**src/apc_defines.svh**
```systemverilog
// register offsets, fields and reset values of the audio port clock block
`ifndef APC_DEFINES_SVH
`define APC_DEFINES_SVH
`define APC_IDX_CLKSRC      8'h19
`define APC_IDX_CLOCK_OUTPUT_PIN_DIV  8'h1a
`define APC_IDX_FORMAT      8'h1b
`define APC_IDX_OFFSET      8'h1c
`define APC_IDX_LOOP        8'h1d
`define APC_IDX_BCLK_DIV    8'h1e
`define APC_IDX_STATUS      8'h1f
`define APC_RST_CLKSRC      8'h00
`define APC_RST_CLOCK_OUTPUT_PIN_DIV  8'h01
`define APC_RST_FORMAT      8'h00
`define APC_RST_OFFSET      8'h00
`define APC_RST_LOOP        8'h00
`define APC_RST_BCLK_DIV    8'h01
`define APC_MASK_CLKSRC     8'h07
`define APC_MASK_FORMAT     8'hfd
`define APC_MASK_LOOP       8'h3f
`define APC_POS_DIV_PWR     7
`define APC_POS_FMT_HI      7
`define APC_POS_FMT_LO      6
`define APC_POS_WLEN_HI     5
`define APC_POS_WLEN_LO     4
`define APC_POS_BCLK_DIR    3
`define APC_POS_WCLK_DIR    2
`define APC_POS_TRISTATE    0
`define APC_POS_SER_LOOP    5
`define APC_POS_CONV_LOOP   4
`define APC_POS_BCLK_POL    3
`define APC_POS_BUF_PWR     2
`define APC_FIFO_DEPTH      16
`endif

```
**src/apc_pkg.sv**
```systemverilog
// types of the audio port clock block
package apc_pkg;
  typedef enum logic [1:0] {
    APC_FMT_I2S,
    APC_FMT_DSP,
    APC_FMT_RIGHT_JUSTIFIED,
    APC_FMT_LEFT_JUSTIFIED
  } apc_format_t;
  typedef enum logic [1:0] {
    APC_PH_IDLE,
    APC_PH_OFFSET,
    APC_PH_SHIFT,
    APC_PH_DONE
  } apc_phase_t;
endpackage

```
**src/apc_audio_port.sv**
```systemverilog
// audio serial port: config registers, clock dividers, serial engine
// Operation
// - clock-out source select, 110/111 both adc
// - m divider power bit gates clock output
// - m ratio 7 bits, zero means 128
// - format field selects i2s dsp rj lj
// - word length 16 20 24 32 bits
// - bit clock direction: input or driven
// - word clock direction: input or driven
// - tristate data out outside the sample bits
// - data offset delays data 0..255 bclks
// - serial loopback routes din to dout
// - converter loopback feeds adc to dac
// - bit clock polarity inverts clock and edges
// - buffer power bit follows codec power
// - bit divider source select, four clocks
// - n divider power bit gates bit clock
// - n ratio 7 bits, zero means 128
`timescale 1ns/1ps
`include "apc_defines.svh"
module apc_audio_port #(
  parameter int SAMPLE_W  = 32,
  parameter int FIFO_DEPTH = `APC_FIFO_DEPTH
) (
  // clock and reset
  input  wire logic        clock_i,
  input  wire logic        srst_i,
  // avalon-mm slave
  input  wire logic [7:0]  avs_address_i,
  input  wire logic        avs_read_i,
  input  wire logic        avs_write_i,
  input  wire logic [31:0] avs_writedata_i,
  output logic [31:0]      avs_readdata_o,
  output logic             avs_waitrequest_o,
  // converter clocks and pins, sampled
  input  wire logic        mclk_i,
  input  wire logic        pll_clk_i,
  input  wire logic        dac_clk_i,
  input  wire logic        dac_modulator_clock_i,
  input  wire logic        adc_clk_i,
  input  wire logic        adc_modulator_clock_i,
  input  wire logic        codec_power_i,
  // serial link pins
  input  wire logic        bclk_i,
  output logic             bclk_o,
  output logic             bclk_oe_o,
  input  wire logic        wclk_i,
  output logic             wclk_o,
  output logic             wclk_oe_o,
  input  wire logic        din_i,
  output logic             dout_o,
  output logic             dout_oe_o,
  output logic             clock_output_pin_o,
  output logic             buf_power_o,
  // adc samples in, dac samples out
  input  wire logic        adc_valid_i,
  input  wire logic [63:0] adc_data_i,
  output logic             adc_ready_o,
  output logic             dac_valid_o,
  output logic [63:0]      dac_data_o
);
  if (SAMPLE_W != 32) begin : g_bad_width
    $error("sample width must be 32");
  end
  // registers
  logic [7:0] clk_src;
  logic [7:0] clock_output_pin_div;
  logic [7:0] fmt;
  logic [7:0] offset;
  logic [7:0] loopctl;
  logic [7:0] bclk_div;
  logic       rd_pend;
  // avalon slave: one wait cycle then answer
  always_ff @(posedge clock_i) begin
    if (srst_i) begin
      rd_pend <= 1'b0;
    end else begin
      rd_pend <= (avs_read_i || avs_write_i) && !rd_pend;
    end
  end
  assign avs_waitrequest_o = (avs_read_i || avs_write_i) && !rd_pend;
  always_ff @(posedge clock_i) begin
    if (srst_i) begin
      clk_src    <= `APC_RST_CLKSRC;
      clock_output_pin_div <= `APC_RST_CLOCK_OUTPUT_PIN_DIV;
      fmt        <= `APC_RST_FORMAT;
      offset     <= `APC_RST_OFFSET;
      loopctl    <= `APC_RST_LOOP;
      bclk_div   <= `APC_RST_BCLK_DIV;
    end else if (avs_write_i && rd_pend) begin
      unique case (avs_address_i)
        `APC_IDX_CLKSRC:     clk_src    <= avs_writedata_i[7:0] & `APC_MASK_CLKSRC;
        `APC_IDX_CLOCK_OUTPUT_PIN_DIV: clock_output_pin_div <= avs_writedata_i[7:0];
        `APC_IDX_FORMAT:     fmt        <= avs_writedata_i[7:0] & `APC_MASK_FORMAT;
        `APC_IDX_OFFSET:     offset     <= avs_writedata_i[7:0];
        `APC_IDX_LOOP:       loopctl    <= avs_writedata_i[7:0] & `APC_MASK_LOOP;
        `APC_IDX_BCLK_DIV:   bclk_div   <= avs_writedata_i[7:0];
        default: ;
      endcase
    end
  end
  // pin synchronisers, three stages
  logic [2:0] s_mclk, s_pll, s_dacc, s_dacm, s_adcc, s_adcm, s_bclk, s_wclk, s_din;
  logic       f_mclk, f_pll, f_dacc, f_dacm, f_adcc, f_adcm, f_bclk, f_wclk, f_din;
  always_ff @(posedge clock_i) begin
    if (srst_i) begin
      {s_mclk, s_pll, s_dacc, s_dacm, s_adcc, s_adcm, s_bclk, s_wclk, s_din} <= '0;
    end else begin
      s_mclk <= {s_mclk[1:0], mclk_i};
      s_pll  <= {s_pll[1:0], pll_clk_i};
      s_dacc <= {s_dacc[1:0], dac_clk_i};
      s_dacm <= {s_dacm[1:0], dac_modulator_clock_i};
      s_adcc <= {s_adcc[1:0], adc_clk_i};
      s_adcm <= {s_adcm[1:0], adc_modulator_clock_i};
      s_bclk <= {s_bclk[1:0], bclk_i};
      s_wclk <= {s_wclk[1:0], wclk_i};
      s_din  <= {s_din[1:0], din_i};
    end
  end
  // filtered levels: change once stages two and three agree
  always_ff @(posedge clock_i) begin
    if (srst_i) begin
      {f_mclk, f_pll, f_dacc, f_dacm, f_adcc, f_adcm, f_bclk, f_wclk, f_din} <= '0;
    end else begin
      if (s_mclk[1] == s_mclk[2]) f_mclk <= s_mclk[2];
      if (s_pll[1] == s_pll[2]) f_pll <= s_pll[2];
      if (s_dacc[1] == s_dacc[2]) f_dacc <= s_dacc[2];
      if (s_dacm[1] == s_dacm[2]) f_dacm <= s_dacm[2];
      if (s_adcc[1] == s_adcc[2]) f_adcc <= s_adcc[2];
      if (s_adcm[1] == s_adcm[2]) f_adcm <= s_adcm[2];
      if (s_bclk[1] == s_bclk[2]) f_bclk <= s_bclk[2];
      if (s_wclk[1] == s_wclk[2]) f_wclk <= s_wclk[2];
      if (s_din[1] == s_din[2]) f_din <= s_din[2];
    end
  end
  // source muxes
  logic cdiv_src;
  logic bdiv_src;
  always_comb begin
    unique case (clk_src[2:0])
      3'h0: cdiv_src = f_mclk;
      3'h1: cdiv_src = f_bclk;
      3'h2: cdiv_src = f_din;
      3'h3: cdiv_src = f_pll;
      3'h4: cdiv_src = f_dacc;
      3'h5: cdiv_src = f_dacm;
      default: cdiv_src = f_adcc;
    endcase
    unique case (loopctl[1:0])
      2'h0: bdiv_src = f_dacc;
      2'h1: bdiv_src = f_dacm;
      2'h2: bdiv_src = f_adcc;
      default: bdiv_src = f_adcm;
    endcase
  end
  // dividers: toggle output each half ratio of source rising edges
  logic       cdiv_prev, bdiv_prev, cdiv_out, bdiv_out;
  logic [7:0] cdiv_cnt, bdiv_cnt;
  logic [7:0] m_ratio, n_ratio;
  assign m_ratio = (clock_output_pin_div[6:0] == 7'h00) ? 8'h80 : {1'b0, clock_output_pin_div[6:0]};
  assign n_ratio = (bclk_div[6:0] == 7'h00) ? 8'h80 : {1'b0, bclk_div[6:0]};
  always_ff @(posedge clock_i) begin
    if (srst_i || !clock_output_pin_div[`APC_POS_DIV_PWR]) begin
      cdiv_prev <= 1'b0;
      cdiv_cnt  <= 8'h00;
      cdiv_out  <= 1'b0;
    end else begin
      cdiv_prev <= cdiv_src;
      if (cdiv_src != cdiv_prev) begin
        if (m_ratio == 8'h01) begin
          cdiv_out <= cdiv_src;
        end else if (cdiv_cnt + 8'h01 >= m_ratio) begin
          cdiv_cnt <= 8'h00;
          cdiv_out <= !cdiv_out;
        end else begin
          cdiv_cnt <= cdiv_cnt + 8'h01;
        end
      end
    end
  end
  always_ff @(posedge clock_i) begin
    if (srst_i || !bclk_div[`APC_POS_DIV_PWR]) begin
      bdiv_prev <= 1'b0;
      bdiv_cnt  <= 8'h00;
      bdiv_out  <= 1'b0;
    end else begin
      bdiv_prev <= bdiv_src;
      if (bdiv_src != bdiv_prev) begin
        if (n_ratio == 8'h01) begin
          bdiv_out <= bdiv_src;
        end else if (bdiv_cnt + 8'h01 >= n_ratio) begin
          bdiv_cnt <= 8'h00;
          bdiv_out <= !bdiv_out;
        end else begin
          bdiv_cnt <= bdiv_cnt + 8'h01;
        end
      end
    end
  end
  // word clock generator: 2 x 32 bit clocks per frame
  logic       bdiv_d, wgen;
  logic [5:0] wcnt;
  always_ff @(posedge clock_i) begin
    if (srst_i) begin
      bdiv_d <= 1'b0;
      wcnt   <= 6'h00;
      wgen   <= 1'b0;
    end else begin
      bdiv_d <= bdiv_out;
      if (bdiv_d && !bdiv_out) begin
        wcnt <= wcnt + 6'h01;
        if (wcnt == 6'h3f) wgen <= 1'b0;
        if (wcnt == 6'h1f) wgen <= 1'b1;
      end
    end
  end
  // active clocks and edges
  logic bclk_act, wclk_act, bclk_prev, wclk_prev, launch, sample;
  assign bclk_act = (fmt[`APC_POS_BCLK_DIR] ? bdiv_out : f_bclk) ^ loopctl[`APC_POS_BCLK_POL];
  assign wclk_act = fmt[`APC_POS_WCLK_DIR] ? wgen : f_wclk;
  always_ff @(posedge clock_i) begin
    if (srst_i) begin
      bclk_prev <= 1'b0;
      wclk_prev <= 1'b0;
    end else begin
      bclk_prev <= bclk_act;
      if (launch) wclk_prev <= wclk_act;
    end
  end
  assign launch = bclk_prev && !bclk_act;
  assign sample = !bclk_prev && bclk_act;
  // frame engine
  logic [5:0]  wl;
  logic [8:0]  start_pos;
  logic [8:0]  pos;
  logic        chan, frame_start;
  logic [31:0] tx_sh, rx_sh;
  logic [31:0] rx_left;
  logic [63:0] tx_word;
  logic        tx_valid, tx_pop, in_data;
  logic        dout_bit;
  always_comb begin
    unique case (fmt[`APC_POS_WLEN_HI:`APC_POS_WLEN_LO])
      2'h0: wl = 6'd16;
      2'h1: wl = 6'd20;
      2'h2: wl = 6'd24;
      default: wl = 6'd32;
    endcase
    unique case (apc_pkg::apc_format_t'(fmt[`APC_POS_FMT_HI:`APC_POS_FMT_LO]))
      apc_pkg::APC_FMT_I2S:             start_pos = 9'd1;
      apc_pkg::APC_FMT_DSP:             start_pos = 9'd0;
      apc_pkg::APC_FMT_RIGHT_JUSTIFIED: start_pos = 9'd32 - {3'b000, wl};
      default:                          start_pos = 9'd0;
    endcase
    start_pos = start_pos + {1'b0, offset};
  end
  assign frame_start = launch && (wclk_act != wclk_prev);
  assign in_data = (pos >= start_pos) && (pos < start_pos + {3'b000, wl});
  assign tx_pop  = frame_start && chan;
  always_ff @(posedge clock_i) begin
    if (srst_i) begin
      pos      <= 9'h000;
      chan     <= 1'b0;
      tx_sh    <= 32'h0;
      dout_bit <= 1'b0;
    end else if (launch) begin
      if (frame_start) begin
        pos   <= 9'h001;
        chan  <= (fmt[7:6] == 2'b01) ? !chan : wclk_act ^ (fmt[7:6] == 2'b00);
        tx_sh <= (wclk_act ^ (fmt[7:6] == 2'b00)) ? tx_word[63:32] : tx_word[31:0];
      end else if (pos != 9'h1ff) begin
        pos <= pos + 9'h001;
      end
      if ((frame_start ? 9'h000 : pos) >= start_pos) begin
        dout_bit <= tx_sh[31];
        tx_sh    <= {tx_sh[30:0], 1'b0};
      end
    end
  end
  // receive: msb first, pairs left then right into a dac sample
  always_ff @(posedge clock_i) begin
    if (srst_i) begin
      rx_sh       <= 32'h0;
      rx_left     <= 32'h0;
      dac_valid_o <= 1'b0;
      dac_data_o  <= 64'h0;
    end else begin
      dac_valid_o <= 1'b0;
      if (sample && in_data) rx_sh <= {rx_sh[30:0], f_din};
      if (frame_start && chan) rx_left <= rx_sh;
      if (loopctl[`APC_POS_CONV_LOOP]) begin
        if (tx_pop && tx_valid) begin
          dac_valid_o <= 1'b1;
          dac_data_o  <= tx_word;
        end
      end else if (frame_start && !chan) begin
        dac_valid_o <= 1'b1;
        dac_data_o  <= {rx_left, rx_sh};
      end
    end
  end
  apc_fifo #(
    .WIDTH (64),
    .DEPTH (FIFO_DEPTH)
  ) u_tx_fifo (
    .clock_i     (clock_i),
    .srst_i      (srst_i),
    .in_valid_i  (adc_valid_i),
    .in_data_i   (adc_data_i),
    .in_ready_o  (adc_ready_o),
    .out_valid_o (tx_valid),
    .out_data_o  (tx_word),
    .out_ready_i (tx_pop)
  );
  // pins and status outputs, all registered
  always_ff @(posedge clock_i) begin
    if (srst_i) begin
      bclk_o             <= 1'b0;
      bclk_oe_o          <= 1'b0;
      wclk_o             <= 1'b0;
      wclk_oe_o          <= 1'b0;
      dout_o             <= 1'b0;
      dout_oe_o          <= 1'b0;
      clock_output_pin_o <= 1'b0;
      buf_power_o        <= 1'b0;
    end else begin
      bclk_o             <= bclk_act;
      bclk_oe_o          <= fmt[`APC_POS_BCLK_DIR];
      wclk_o             <= wgen;
      wclk_oe_o          <= fmt[`APC_POS_WCLK_DIR];
      dout_o             <= loopctl[`APC_POS_SER_LOOP] ? f_din : dout_bit;
      dout_oe_o          <= !fmt[`APC_POS_TRISTATE] || in_data;
      clock_output_pin_o <= cdiv_out;
      buf_power_o        <= !loopctl[`APC_POS_BUF_PWR] || codec_power_i;
    end
  end
  // register read-back
  always_ff @(posedge clock_i) begin
    if (srst_i) begin
      avs_readdata_o <= 32'h0;
    end else if (avs_read_i && !rd_pend) begin
      unique case (avs_address_i)
        `APC_IDX_CLKSRC:     avs_readdata_o <= {24'h0, clk_src};
        `APC_IDX_CLOCK_OUTPUT_PIN_DIV: avs_readdata_o <= {24'h0, clock_output_pin_div};
        `APC_IDX_FORMAT:     avs_readdata_o <= {24'h0, fmt};
        `APC_IDX_OFFSET:     avs_readdata_o <= {24'h0, offset};
        `APC_IDX_LOOP:       avs_readdata_o <= {24'h0, loopctl};
        `APC_IDX_BCLK_DIV:   avs_readdata_o <= {24'h0, bclk_div};
        `APC_IDX_STATUS:     avs_readdata_o <= {28'h0, bclk_oe_o, wclk_oe_o, tx_valid, chan};
        default:             avs_readdata_o <= 32'h0;
      endcase
    end
  end
endmodule // apc_audio_port

```
**src/apc_fifo.sv**
```systemverilog
// parameterised valid/ready sample fifo
`timescale 1ns/1ps
module apc_fifo #(
  parameter int WIDTH = 64,
  parameter int DEPTH = 16
) (
  // clock and reset
  input  wire logic             clock_i,
  input  wire logic             srst_i,
  // fill side
  input  wire logic             in_valid_i,
  input  wire logic [WIDTH-1:0] in_data_i,
  output logic                  in_ready_o,
  // drain side
  output logic                  out_valid_o,
  output logic [WIDTH-1:0]      out_data_o,
  input  wire logic             out_ready_i
);
  localparam int AW = $clog2(DEPTH);
  if (DEPTH < 2 || (1 << AW) != DEPTH) begin : g_bad_depth
    $error("depth must be a power of two");
  end
  logic [WIDTH-1:0] mem [DEPTH];
  logic [AW:0]      wr_ptr;
  logic [AW:0]      rd_ptr;
  logic             push;
  logic             pop;
  assign in_ready_o  = (wr_ptr - rd_ptr) != (AW+1)'(DEPTH);
  assign out_valid_o = wr_ptr != rd_ptr;
  assign out_data_o  = mem[rd_ptr[AW-1:0]];
  assign push        = in_valid_i && in_ready_o;
  assign pop         = out_valid_o && out_ready_i;
  always_ff @(posedge clock_i) begin
    if (push) begin
      mem[wr_ptr[AW-1:0]] <= in_data_i;
    end
  end
  always_ff @(posedge clock_i) begin
    if (srst_i) begin
      wr_ptr <= '0;
      rd_ptr <= '0;
    end else begin
      if (push) wr_ptr <= wr_ptr + 1'b1;
      if (pop) rd_ptr <= rd_ptr + 1'b1;
    end
  end
endmodule // apc_fifo

```
**config.mk**
```make
export PLATFORM = sky130hd
export DESIGN_NAME = apc_audio_port
export DESIGN_NICKNAME = d
export VERILOG_FILES = /design/src/apc_pkg.sv /design/src/apc_audio_port.sv /design/src/apc_fifo.sv
export VERILOG_INCLUDE_DIRS = /design/src
export SDC_FILE = /design/constraint.sdc
export NUM_CORES = 2
export LEC_CHECK = 0
export ABC_AREA = 1
export BUFFER_PORTS_ARGS = -buffer_cell sky130_fd_sc_hd__buf_2
export CELL_PAD_IN_SITES_DETAIL_PLACEMENT = 0
export CELL_PAD_IN_SITES_GLOBAL_PLACEMENT = 1
export CORE_AREA = 2 2 336 338
export DETAILED_ROUTE_END_ITERATION = 16
export DIE_AREA = 0 0 338 340
export GPL_ROUTABILITY_DRIVEN = 0
export PLACE_DENSITY_LB_ADDON = 0.2
export SETUP_SLACK_MARGIN = 0.1
export SLEW_MARGIN = 15
export SYNTH_ARGS = -nofsm -noshare
export SYNTH_HDL_FRONTEND = slang
export SYNTH_HIERARCHICAL = 1
export SYNTH_SLANG_ARGS = --single-unit
```
**constraint.sdc**
```tcl
create_clock -name clock_i -period 7.2 [get_ports clock_i]
set_input_delay 1.44 -clock clock_i [delete_from_list [all_inputs] [get_ports clock_i]]
set_output_delay 1.44 -clock clock_i [all_outputs]
set_load 0.02 [all_outputs]
```
==> impl_metrics.ini <==
[worst_setup_path]
crit_family = simple AND/OR/NAND/NOR gates
cp_slowest_cell = buf_4
worst-path-buf-inv = 5
start_kind = flip-flop
criticalPathCategory = reg -> reg
cp_max_fo = 50
cp.required_ps = 7890
cp-end-kind = flip-flop
cp.arrival_ps = 5470
cp_slowest_stage_delay_ps = 400
cpMostUsedCell = nand2_1

[sta]
hold_viol = 0
clock_skew_ps = 23.1
slew_violations = 0
fin_tns_setup_ps = 0
max_slew_margin_pct = 24.3
fmax_mhz = 209
fin_crit_ps = 4780
setup_viol = 0
rsz0062_at_grt = no
fin_crit_sh_pct = 66.4
tightest_slew_ps = 1140

[cts]
cts_resized = 0
hold_buffers = 0
cts_made_buffers = 143
clk_latency_ps = 750
clockBufferDepth = 3
cts.sinks = 1332
clkSlewWorstSetupHoldPaths_ps = 60
cts_tree = built
htreeDepth = 4
root_buffer = clkbuf_16
post-cts-setup-buffer-count = 0

[yosys]
yosysSeqAreaShare_pct = 66.7
synth_cell_types = 45
ys_ff_latch = 1332
synth-async-reset-ratio_pct = 0
postSynthCellCount = 5131
synth_enable_flop_cells = 1024
synth_area_sq_um = 55300
yosysWarnings = 6
synth_flop_cell = edfxtp_1
syn_area_per_cell_sq_um = 10.8

[floorplan]
die_h_um = 340
io_pins = 226
die_w_um = 338
initial_utilization_pct = 49.6
rows = 123
die_area_sq_um = 115000
core_area_sq_um = 112000

[flow_run]
cap_viol_max_count = 0

[cells_and_area]
area_growth_pct = 11.5
final_util_pct = 55.3
drive_gt1_share_pct = 9.07
fin_nets = 5385

[drt]
wirelength_um = 149000
vias = 38339
route.detailed.drc = 0
wire_per_inst_um = 21.9
drtIter0Drc = 3518
dr.pass1.iters = 5
ant_nets = 0
detail_route.vias_per_cell = 5.63

[global_routing]
grt_max_degree = 204
grt_pass1_vias = 35863
grt_use_total_pct = 25.7
grt_antenna_before_repair = 24
overflow = 0
grt_pass1_wl_um = 223000

[place]
dp_hpwl_um = 82500
io_buffers = 177

[power]
ir_worst_vdd_mv = 0.211
p_per_area_nw_per_um2 = 258
total_leakage_power_uw = 0.0222

[worst_hold_path]
hold_path.class = reg -> reg

[run_status]
status = completed
## stage by stage
stage / area, sq um / cells / worst slack (ps) / hold WS [ps] / total power (uW)
finish: 61700 / 6815 / 2420 / 398 / 15900
global route: 61700 / 6812 / 1730 / 407 / 16400
CTS: 61600 / 6806 / 2370 / 400 / 16100
detailed placement: 57100 / 6549 / 2410 / 394 / 9030
global placement: 57100 / 6549 / 2400 / 395 / 9030
floorplan: 55400 / 5155 / 549 / 388 / 8790
## final timing paths
check | startpoint | to | slack (ps) | depth (start not counted)
worst max register to register | fmt[5] | rx_sh[14] | 2420 | 29
worst min-delay path | s_bclk[0] | s_bclk[1] | 400 | 2
worst min register to register | s_bclk[0] | s_bclk[1] | 400 | 2
worst max-delay path | fmt[5] | rx_sh[14] | 2420 | 29
## cell usage in the layout (no fill, tap or decap), types with 62 or more instances in the layout
cell	netlist	routed
nor2_1	786	785
a21oi_1	208	208
o21ai_0	657	657
ha_1	71	71
clkbuf_16	0	147
o221ai_1	219	219
buf_2	79	176
nand3_1	297	297
edfxtp_1	1024	1024
dfxtp_1	308	303
nand2_1	728	726
buf_4	45	62
inv_1	288	284
## worst register-to-register path: cells and delay by family, from the launching register on
| kind | cells | cell delay (ps) |
|---|---|---|
| buffers and inverters | 5 | 720 |
| AO/OA/AOI/OAI | 2 | 350 |
| XOR/XNOR | 1 | 300 |
| AND/OR/NAND/NOR | 17 | 1730 |
| flip-flops | 1 | 390 |
| adder cells (fa/ha/maj) | 4 | 1210 |
## cells in the mapped netlist, types with 13 or more instances
master	instances	area, sq um
a21oi_1	208	1040
buf_1	13	48.8
buf_2	79	395
buf_4	45	338
buf_6	14	158
clkbuf_1	195	732
dfxtp_1	308	6170
edfxtp_1	1024	30700
ha_1	71	888
inv_1	288	1080
nand2_1	728	2730
nand3_1	297	1490
nand4_1	13	81.3
nor2_1	786	2950
nor3_1	28	140
o211ai_1	39	293
o21ai_0	657	3290
o21ai_1	27	135
o221ai_1	219	1920
o22ai_1	36	225
xor2_1	14	123
## sequential cells by signal (all words and copies together), names as in the netlist, 8 cells and up, named ones only
name,cells
cdiv_cnt,8
offset,8
avs_readdata_o,8
rx_left,32
bclk_div,8
u_tx_fifo/mem,1024
tx_sh,32
bdiv_cnt,8
clock_output_pin_div,8
dac_data_o,64
rx_sh,32
pos,9
## where the power goes
part	leakage, uW	internal, uW	total (uW)	switching, uW
sequential	0.0117	8370	8390	21.3
combinational	0.00826	96.3	481	385
clock	0.00220	4080	7060	2980
total	0.0222	12500	15900	3380
## kinds of logic (layout without fill, tap and decap cells)
kind of cell / count (synthesis) / count (layout) / synth area share, %
compound gates: 1201 / 1201 / 12.7
xor+xnor: 19 / 19 / 0.301
fa+ha+maj: 72 / 72 / 1.64
buf+inv: 639 / 790 / 5.01
flops: 1332 / 1332 / 66.7
other cells: 1 / 34 / 0.00678
simple gates: 1867 / 1867 / 13.6
## per-layer routing
layer,part of all wire (%),GRT usage [%]
met2,47,41.1
met5,0.057,0
met1,45,36.7
met4,2.1,7.22
met3,6.3,3.82
## final cells by class
class / count / area [sq um]
Inverter: 293 / 1120
Clock inverter: 67 / 596
Antenna cell: 9 / 22.5
Timing Repair Buffer: 240 / 1390
Fill cell: 9612 / 49900
Tap cell: 1500 / 1880
Sequential cell: 1332 / 36900
Clock buffer: 190 / 3910
Multi-Input combinational cell: 3184 / 15800
Power figures use the tool's default switching activity.
